`config.mk`:
```
export PLATFORM = sky130hd
export DESIGN_NAME = smwd_window_decode
export DESIGN_NICKNAME = d
export VERILOG_FILES = /design/src/smwd_pkg.sv /design/src/smwd_window_decode.sv /design/src/smwd_window_match.sv
export VERILOG_INCLUDE_DIRS = /design/src /design/src/src
export SDC_FILE = /design/constraint.sdc
export NUM_CORES = 1
export LEC_CHECK = 0
export BUFFER_PORTS_ARGS = -buffer_cell sky130_fd_sc_hd__buf_2
export CORE_UTILIZATION = 40
export CTS_CLUSTER_SIZE = 8
export DETAILED_ROUTE_END_ITERATION = 6
export HOLD_SLACK_MARGIN = 0.06
export PLACE_DENSITY = 0.67
export SYNTH_ARGS = -nofsm -noshare
export SYNTH_HDL_FRONTEND = slang
export SYNTH_SLANG_ARGS = --single-unit
```
`constraint.sdc`:
```
create_clock -name sys_clk -period 5.9 [get_ports sys_clk]
set_clock_uncertainty 0.2 [all_clocks]
set_input_delay 0.295 -clock sys_clk [delete_from_list [all_inputs] [get_ports sys_clk]]
set_output_delay 0.295 -clock sys_clk [all_outputs]
set_load 0.02 [all_outputs]
```
`src/smwd_params.svh`:
```
// Offsets, field positions, reset values and timing counts of the window decoder
`ifndef SMWD_PARAMS_SVH
`define SMWD_PARAMS_SVH

// ==========================================================================
// Register byte offsets; each register sits alone at its own bus byte address
`define SMWD_IDX_NP_BASE 8'h20
`define SMWD_IDX_NP_LIMIT 8'h22
`define SMWD_IDX_PF_BASE 8'h24
`define SMWD_IDX_PF_LIMIT 8'h26
`define SMWD_IDX_STATUS 8'h28

// ==========================================================================
// Field layout of the base and limit registers
`define SMWD_FIELD_MSB 15
`define SMWD_FIELD_LSB 4
`define SMWD_RO_MSB 3
`define SMWD_ADDR_MSB 31
`define SMWD_ADDR_LSB 20

// ==========================================================================
// Reset values
`define SMWD_BASE_RESET 16'hFFF0
`define SMWD_LIMIT_RESET 16'h0000

// ==========================================================================
// Status register bits
`define SMWD_ST_NP_OPEN 0
`define SMWD_ST_PF_OPEN 1
`define SMWD_ST_NP_LAST 2
`define SMWD_ST_PF_LAST 3

// ==========================================================================
// Timing: bus answer and decode result both come one cycle after the request
`define SMWD_ACK_DELAY 1
`define SMWD_DECODE_DELAY 1

`endif

```
`src/smwd_pkg.sv`:
```
// Types and shared decode functions of the secondary memory window decoder
package smwd_pkg;

    // ======================================================================
    // Bus carriers
    typedef struct packed {
        logic cyc;
        logic stb;
        logic we;
        logic [3:0] sel;
        logic [9:0] adr;
        logic [31:0] dat;
    } smwd_wb_req_type;

    typedef struct packed {
        logic ack;
        logic [31:0] dat;
    } smwd_wb_rsp_type;

    // ======================================================================
    // Processor access request and routing answer
    typedef struct packed {
        logic valid;
        logic [31:0] addr;
    } smwd_access_type;

    typedef struct packed {
        logic valid;
        logic nonprefetch;
        logic prefetch;
    } smwd_route_type;

    // ======================================================================
    // Whole state of the main module
    typedef struct packed {
        logic [11:0] np_base;
        logic [11:0] np_limit;
        logic [11:0] pf_base;
        logic [11:0] pf_limit;
        logic ack;
        logic [31:0] rdata;
        smwd_route_type route;
    } smwd_state_type;

    // ======================================================================
    // Base field widened to a full address, low bits zero
    // base bits zero
    function automatic logic [31:0] smwd_base_addr(input logic [11:0] field);
        smwd_base_addr = {field, 20'h00000};
    endfunction

    // Limit field widened to a full address, low bits all ones
    // limit bits ones
    function automatic logic [31:0] smwd_limit_addr(input logic [11:0] field);
        smwd_limit_addr = {field, 20'hFFFFF};
    endfunction

endpackage

```
`src/smwd_window_decode.sv`:
```
// Register file and routing decode for the two secondary memory windows
//
// Design decision made here: the Wishbone interface to the registers.
`timescale 1ns/100ps
`include "smwd_params.svh"

// What this block does
// - An access inside the non-prefetchable window is routed to the secondary bus.
// - An access inside the prefetchable window is routed to the secondary bus.
// - Base and limit bits 15:4 are writable and hold address bits 31:20 for the compare.
// - Base and limit bits 3:0 read as zero and ignore writes.
// - A base is compared as if address bits 19:0 were zero.
// - A limit is compared as if address bits 19:0 were all ones.
// - The limit sets the top of each window and the base sets its bottom.
module smwd_window_decode (
    input wire logic sys_clk,
    input wire logic reset_n,
    input wire smwd_pkg::smwd_wb_req_type wb_req,
    output smwd_pkg::smwd_wb_rsp_type wb_rsp,
    input wire smwd_pkg::smwd_access_type access,
    output smwd_pkg::smwd_route_type route
);
    import smwd_pkg::*;

    smwd_state_type state_reg;
    smwd_state_type state_next;
    logic np_open;
    logic np_hit;
    logic pf_open;
    logic pf_hit;
    logic bus_req;
    logic wr_commit;

    // ======================================================================
    // Elaboration check
    // Field width must equal the count of decoded address bits
    if (`SMWD_FIELD_MSB - `SMWD_FIELD_LSB != `SMWD_ADDR_MSB - `SMWD_ADDR_LSB) begin : g_width_check
        $error("Field width does not match the decoded address bits");
    end

    // ======================================================================
    // Window comparators
    // non-prefetchable window
    smwd_window_match u_np_match (
        .base_field(state_reg.np_base),
        .limit_field(state_reg.np_limit),
        .addr(access.addr),
        .open(np_open),
        .hit(np_hit)
    );

    smwd_window_match u_pf_match (
        .base_field(state_reg.pf_base),
        .limit_field(state_reg.pf_limit),
        .addr(access.addr),
        .open(pf_open),
        .hit(pf_hit)
    );

    // ======================================================================
    // Bus helpers
    // Write lands on the edge where the master sees ack, never earlier
    assign bus_req = wb_req.cyc && wb_req.stb;
    assign wr_commit = bus_req && wb_req.we && state_reg.ack;

    // Bus byte address of a register offset
    function automatic logic [9:0] reg_addr(input logic [7:0] idx);
        reg_addr = {2'b00, idx};
    endfunction

    // Read word of a base or limit field; low nibble is always zero
    function automatic logic [31:0] field_word(input logic [11:0] field);
        field_word = {16'h0000, field, 4'h0};
    endfunction

    // Byte-lane update of a field; lane 0 only reaches bits 7:4
    function automatic logic [11:0] field_write(input logic [11:0] field,
                                                input logic [3:0] sel,
                                                input logic [31:0] dat);
        logic [11:0] result;
        result = field;
        if (sel[0]) begin
            result[3:0] = dat[7:4];
        end
        if (sel[1]) begin
            result[11:4] = dat[15:8];
        end
        field_write = result;
    endfunction

    // ======================================================================
    // Next-state logic
    always_comb begin
        state_next = state_reg;
        // Ack once per request, dropped the cycle after it was given
        state_next.ack = bus_req && !state_reg.ack;
        // Read data captured with ack so it stands while ack is high
        if (bus_req && !state_reg.ack) begin
            if (wb_req.adr == reg_addr(`SMWD_IDX_NP_BASE)) begin
                state_next.rdata = field_word(state_reg.np_base);
            end else if (wb_req.adr == reg_addr(`SMWD_IDX_NP_LIMIT)) begin
                state_next.rdata = field_word(state_reg.np_limit);
            end else if (wb_req.adr == reg_addr(`SMWD_IDX_PF_BASE)) begin
                state_next.rdata = field_word(state_reg.pf_base);
            end else if (wb_req.adr == reg_addr(`SMWD_IDX_PF_LIMIT)) begin
                state_next.rdata = field_word(state_reg.pf_limit);
            end else if (wb_req.adr == reg_addr(`SMWD_IDX_STATUS)) begin
                state_next.rdata = 32'h00000000;
                state_next.rdata[`SMWD_ST_NP_OPEN] = np_open;
                state_next.rdata[`SMWD_ST_PF_OPEN] = pf_open;
                state_next.rdata[`SMWD_ST_NP_LAST] = state_reg.route.nonprefetch;
                state_next.rdata[`SMWD_ST_PF_LAST] = state_reg.route.prefetch;
            end else begin
                state_next.rdata = 32'h00000000;
            end
        end
        if (wr_commit) begin
            if (wb_req.adr == reg_addr(`SMWD_IDX_NP_BASE)) begin
                state_next.np_base = field_write(state_reg.np_base, wb_req.sel, wb_req.dat);
            end else if (wb_req.adr == reg_addr(`SMWD_IDX_NP_LIMIT)) begin
                state_next.np_limit = field_write(state_reg.np_limit, wb_req.sel, wb_req.dat);
            end else if (wb_req.adr == reg_addr(`SMWD_IDX_PF_BASE)) begin
                state_next.pf_base = field_write(state_reg.pf_base, wb_req.sel, wb_req.dat);
            end else if (wb_req.adr == reg_addr(`SMWD_IDX_PF_LIMIT)) begin
                state_next.pf_limit = field_write(state_reg.pf_limit, wb_req.sel, wb_req.dat);
            end
        end
        state_next.route.valid = access.valid;
        state_next.route.nonprefetch = access.valid && np_hit;
        state_next.route.prefetch = access.valid && pf_hit;
    end

    // ======================================================================
    // State register
    always_ff @(posedge sys_clk or negedge reset_n) begin
        if (!reset_n) begin
            state_reg.np_base <= 12'hFFF;
            state_reg.np_limit <= 12'h000;
            state_reg.pf_base <= 12'hFFF;
            state_reg.pf_limit <= 12'h000;
            state_reg.ack <= 1'b0;
            state_reg.rdata <= 32'h00000000;
            state_reg.route <= '0;
        end else begin
            state_reg <= state_next;
        end
    end

    // Outputs straight from flip-flops
    assign wb_rsp.ack = state_reg.ack;
    assign wb_rsp.dat = state_reg.rdata;
    assign route = state_reg.route;

    // ======================================================================
    // Checks
    AST_NP_FORWARD: assert property (@(posedge sys_clk) disable iff (!reset_n)
        access.valid && access.addr >= {state_reg.np_base, 20'h00000}
        && access.addr <= {state_reg.np_limit, 20'hFFFFF}
        |=> route.nonprefetch)
        else $error("Access inside non-prefetchable window not forwarded");

    AST_PF_FORWARD: assert property (@(posedge sys_clk) disable iff (!reset_n)
        access.valid && access.addr >= {state_reg.pf_base, 20'h00000}
        && access.addr <= {state_reg.pf_limit, 20'hFFFFF}
        |=> route.prefetch && route.valid)
        else $error("Access inside prefetchable window not forwarded");

    AST_FIELD_WRITE: assert property (@(posedge sys_clk) disable iff (!reset_n)
        wr_commit && wb_req.sel[1:0] == 2'b11 && wb_req.adr == reg_addr(`SMWD_IDX_PF_LIMIT)
        |=> state_reg.pf_limit == $past(wb_req.dat[15:4]))
        else $error("Prefetchable limit field did not take written bits");

    AST_LOW_NIBBLE_ZERO: assert property (@(posedge sys_clk) disable iff (!reset_n)
        wb_rsp.ack && !wb_req.we |-> wb_rsp.dat[3:0] == 4'h0
        || wb_req.adr == reg_addr(`SMWD_IDX_STATUS))
        else $error("Read-only low nibble read back non-zero");

    AST_BASE_FLOOR: assert property (@(posedge sys_clk) disable iff (!reset_n)
        access.valid && np_open && access.addr[31:20] == state_reg.np_base
        && access.addr[19:0] == 20'h00000 ##1 !wr_commit[*1]
        |-> route.nonprefetch)
        else $error("Base boundary address missed");

    AST_LIMIT_TOP: assert property (@(posedge sys_clk) disable iff (!reset_n)
        access.valid && np_open && access.addr[31:20] == state_reg.np_limit
        && access.addr[19:0] == 20'hFFFFF |=> route.nonprefetch)
        else $error("Top byte of limit block missed");

    AST_OUTSIDE: assert property (@(posedge sys_clk) disable iff (!reset_n)
        access.valid && (access.addr[31:20] < state_reg.pf_base
        || access.addr[31:20] > state_reg.pf_limit) |=> !route.prefetch)
        else $error("Access outside prefetchable window forwarded");

    AST_EMPTY_WINDOW: assert property (@(posedge sys_clk) disable iff (!reset_n)
        access.valid && state_reg.np_base > state_reg.np_limit |=> !route.nonprefetch)
        else $error("Inverted non-prefetchable window matched");

    AST_ACK_ONE_CYCLE: assert property (@(posedge sys_clk) disable iff (!reset_n)
        bus_req && !wb_rsp.ack |=> wb_rsp.ack ##1 !wb_rsp.ack)
        else $error("Bus answer not a single-cycle ack");

    AST_NP_OUTSIDE: assert property (@(posedge sys_clk) disable iff (!reset_n)
        access.valid && (access.addr[31:20] < state_reg.np_base
        || access.addr[31:20] > state_reg.np_limit) |=> !route.nonprefetch)
        else $error("Access outside non-prefetchable window forwarded");

    AST_PF_EMPTY_WINDOW: assert property (@(posedge sys_clk) disable iff (!reset_n)
        access.valid && state_reg.pf_base > state_reg.pf_limit |=> !route.prefetch)
        else $error("Inverted prefetchable window matched");

    AST_IDLE_NO_ROUTE: assert property (@(posedge sys_clk) disable iff (!reset_n)
        !access.valid |=> !route.valid && !route.nonprefetch && !route.prefetch)
        else $error("Route raised without an access");

    AST_LANE_KEEP: assert property (@(posedge sys_clk) disable iff (!reset_n)
        wr_commit && !wb_req.sel[0] && wb_req.adr == reg_addr(`SMWD_IDX_NP_BASE)
        |=> state_reg.np_base[3:0] == $past(state_reg.np_base[3:0]))
        else $error("Disabled byte lane changed the base field");

endmodule

```
`src/smwd_window_match.sv`:
```
// One inclusive address window built from a base field and a limit field
`timescale 1ns/100ps
module smwd_window_match (
    input wire logic [11:0] base_field,
    input wire logic [11:0] limit_field,
    input wire logic [31:0] addr,
    output logic open,
    output logic hit
);
    import smwd_pkg::*;

    // ======================================================================
    // Window compare
    // Full 32-bit compare keeps the 1 MB rounding explicit in one place
    always_comb begin
        open = smwd_base_addr(base_field) <= smwd_limit_addr(limit_field);
        hit = open && (addr >= smwd_base_addr(base_field))
            && (addr <= smwd_limit_addr(limit_field));
    end

endmodule

```
Word-level counts from Yosys, hierarchy flattened

Index checks and enable logic that the tools add are counted.

Output and inout bits: 36
Register bits: 84

Reduce and logical (&&, ||, !) cells: 19
$lt $le $gt $ge: 6
Multiplexer cells: 5
Eq/ne operators: 5
Bitwise gates (word level): 3

Operators with widths:

| cell                  | count |
|---|---|
| $le A32 B32 Y1        | 4 |
| $ge A32 B32 Y1        | 2 |
| $mux W16              | 4 |
| $eq A10 B6 Y1 const B | 5 |
| $reduce_and A6 Y1     | 2 |
| $logic_and A1 B1 Y1   | 10 |
| $reduce_and A5 Y1     | 2 |
| $reduce_and A4 Y1     | 2 |
| $reduce_and A3 Y1     | 2 |
| $mux W4               | 1 |
| $not A1 Y1            | 3 |
| $logic_not A1 Y1      | 1 |

Longest topological paths before layout

Depth after elaboration: 6
Mapped depth: 7
Mapped depth without buffers: 7

Hierarchy

From an unflattened synthesis, not the netlist that was laid out.

Cell total of the unflattened synthesis: 530
Area, all modules: 5232.5 um^2

Modules (own cells, without submodules):

| module                          | instances | area each (um^2) | cells each |
|---|---|---|---|
| smwd_window_decode              | 1         | 3390.8           | 284 |
| smwd_window_match at u_np_match | 1         | 932.1            | 123 |
| smwd_window_match at u_pf_match | 1         | 909.6            | 123 |

Worst setup path before layout

Ideal clock, no wire load.

Path kind: reg-to-reg
From: register state_reg[53] (netlist name)
To: register route[0] (netlist name)
Arrival time: 1.844 ns
Stages on the path, launching flop included: 8
Period minus slack after synthesis: 2.176 ns
Slack: 3.724 ns
Buffers on the path: 0
Library setup time: 0.132 ns
Cells stage by stage: dfstp_2 > inv_1 > ha_1 > a21o_1 > a221o_1 > a221o_1 > nor3_1 > a211oi_2

RTL lines:

| what                   | RTL line                  | text |
|---|---|---|
| start, declared        | smwd_window_decode.sv:25  | `smwd_state_type state_reg;` |
| start signal, assigned | smwd_window_decode.sv:145 | `state_reg <= state_next;` |

==> reports/qor.csv <==
stage,metric,value,unit
pwr,ir_drop,0.0894,mV
grt,grt_pass1_vias,3934,
final_layout,multi_input_comb_area,2760,um^2
worst_setup_path,rr_worst_depth,6,
floorplanning,fp.dieArea,12900,um^2
clock_network,cts_hold_buf,13,
synth,synth.distinct_cells,41,
timing,finalSetupViolCount,0,
detailed_routing,drt-pass1-iter-count,4,
synth,synthArstFlopShare,100,%
synth,synth_seq_cells,68,
placement,gp_congestion,0.828,
outcome,status,"finished, final reports clean",
final_layout,instances_no_fill,726,
grt,grt_max_degree,69,
grt,grt_pass1_wl,19500,um
pwr,power_density,196,nW/um^2
detailed_routing,wire_per_inst,16.6,um
placement,place.detailed.hpwl,9510,um
pwr,fin_total_pwr,1130,uW
final_layout,ff_latch_area,1730,um^2
synth,synth_area_leader_cell,dfrtp_1,
timing,setup_tns,0,ps
clock_network,cts_tree,done,
floorplanning,core_area,12100,um^2
detailed_routing,drt_iter0_markers,219,
worst_setup_path,start_kind,register,
min_path,hold_end,state_reg[47]$_DFFE_PN0P_,
worst_setup_path,crit_required,5920,ps
floorplanning,fp.dieH,114,um
timing,fin_crit_sh,46.7,%
clock_network,worstSkewPairLatency,330,ps
job,maxCapViolations,0,
synth,yosysSeqAreaShare,34.8,%
synth,synth_top_area_share,22.1,%
clock_network,cts.sinks,68,
detailed_routing,num_vias,3804,
detailed_routing,antenna_left,0,
min_path,min_from,wb_req[15],
clock_network,root_buffer,clkbuf_16,
final_layout,fillCellCount,1112,
worst_setup_path,cp.arrival,2770,ps
worst_setup_path,worstPathMaxFanout,4,
timing,maxSlewViolCount,0,
grt,grt_remaining_overflow,0,
synth,ys.flop_type,dfrtp_1,
worst_setup_path,reg2reg_slack,3150,ps
floorplanning,initial_utilization,41.2,%
timing,rsz0062_at_grt,no,
detailed_routing,drt_wl_total,12000,um
clock_network,cts-resized-gates,0,
clock_network,post_cts_buffers,0,
placement,numPortBuffers,81,
timing,relSlewSlack,42.1,%
final_layout,antenna_cells,0,
timing,worstMarginPinSlew,868,ps
synth,syn_inst,475,
worst_setup_path,timing_worst_setup_path_type,register to register,
floorplanning,die_w,114,um
worst_setup_path,endpoint_kind,register,
clock_network,clk_pin_slew,60,ps
worst_setup_path,r2r-start,state_reg[50]$_DFFE_PN1P_,
grt,grt_usage,19.9,%
synth,avgSynthCellArea,10.5,um^2
clock_network,cts_buffer_depth,2,
final_layout,largest_register_ffs,48,
min_path,hold_path_class,input port to register,
timing,min_period,2750,ps
timing,max_freq,363,MHz
synth,yosysWarnings,0,
worst_setup_path,reg2reg_to,route[0]$_DFF_PN0_,
floorplanning,rows,40,
final_layout,finalNetCount,707,
detailed_routing,drc_errors,0,
grt,antenna_found_initial,0,
synth,synth-edff-count,0,
placement,place_inst,697,
synth,synth_area_leaders,"dfrtp_1 22%, ha_1 18%, dfstp_2 13%, mux2_2 11%, buf_4 5.6%",
clock_network,numCtsBuffers,9,
detailed_routing,vias_per_cell,5.24,
pwr,leakage,0.00268,uW
timing,hold_viol_final,0,
floorplanning,io_pins,120,
final_layout,area_growth,16.1,%
synth,netlist_area,4970,um^2
final_layout,drive_gt1_share,34.2,%
min_path,holdPathStages,2,
clock_network,htreeDepth,3,
## worst max-delay path by stage
stage | start | endpoint | slack [ps] | cells after the start
final | state_reg[50]$_DFFE_PN1P_ | route[0]$_DFF_PN0_ | 3150 | 6
after global routing | state_reg[50]$_DFFE_PN1P_ | route[0]$_DFF_PN0_ | 3040 | 6
after CTS | state_reg[50]$_DFFE_PN1P_ | route[0]$_DFF_PN0_ | 3170 | 6
after detailed placement | state_reg[50]$_DFFE_PN1P_ | route[0]$_DFF_PN0_ | 3190 | 6
after global placement | state_reg[74]$_DFFE_PN1P_ | route[1]$_DFF_PN0_ | 3210 | 6
after floorplan | state_reg[53]$_DFFE_PN1P_ | route[0]$_DFF_PN0_ | 3720 | 7
## cells in the mapped netlist, drive strengths merged, types with 3 or more instances
library cell / count
nand4: 19
a221o: 4
nor2: 11
a21oi: 22
nand2: 33
o21ai: 20
nand3: 14
ha: 70
nor4: 8
clkbuf: 3
mux2: 48
and4: 4
dfstp: 24
buf: 40
a211oi: 6
dfrtp: 44
inv: 60
nor3: 4
mux4: 12
a21o: 6
## placed cells by master (no fill, tap or decap), drive strengths merged, types with 13 or more instances in the layout
master and instances:
buf 82, nand3 14, dfrtp 44, o21ai 20, mux2 48, ha 70
inv 61, nand2 33, dfstp 24, a21oi 22, dlygate4sd3 13, nand4 19
conb 16
## metal layers
layer	wire length (um)	global-route usage (%)
met4	127	5.26
met2	5730	34.6
met5	0	0
met3	757	3.08
met1	5430	25.6
## power by group
part / internal (uW) / leakage (uW) / switching [uW]
clock: 329 / 0.000150 / 212
sequential: 469 / 0.000858 / 1.19
combinational: 47.0 / 0.00167 / 71.5
## area by class of cell
| type | instances | share of cell area [%] |
|---|---|---|
| multi-input cells | 319 | 47.9 |
| flip-flops and latches | 68 | 30.0 |
| repair buffers | 95 | 9.40 |
| clock buffers | 9 | 3.90 |
| inverters | 60 | 3.90 |
| well taps | 168 | 3.64 |
| clock inverters | 7 | 1.30 |
## per-stage QoR
step | setup WS, ps | cell area, um^2 | util [%] | hold WS [ps]
after floorplan | 3720 | 5030 | - | -201
final | 3150 | 5770 | 47.9 | 77.3
after global routing | 3040 | 5770 | 47.9 | 89.0
after detailed placement | 3190 | 5340 | 44.3 | 266
after global placement | 3210 | 5340 | 44.3 | 262
after CTS | 3170 | 5770 | 47.9 | 67.1
## logic make-up (layout without fill, tap and decap cells)
logic type	Yosys count	count (layout)	synth area share, %
and+or+nand+nor	109	109	12.5
buffers and inverters	103	171	10.8
adders and majority gates	70	70	17.6
DFF	68	68	34.8
AOI/OAI and AO/OA	64	64	7.95
muxes	60	60	16.3
other	1	16	0.0754
## critical path, stage by stage (launching register included)
cell	delay, ps
dfstp_2	560
ha_1	250
a211oi_1	280
a211oi_1	120
a2111oi_0	520
o21ai_0	340
a211oi_2	370
Power figures use the tool's default switching activity.
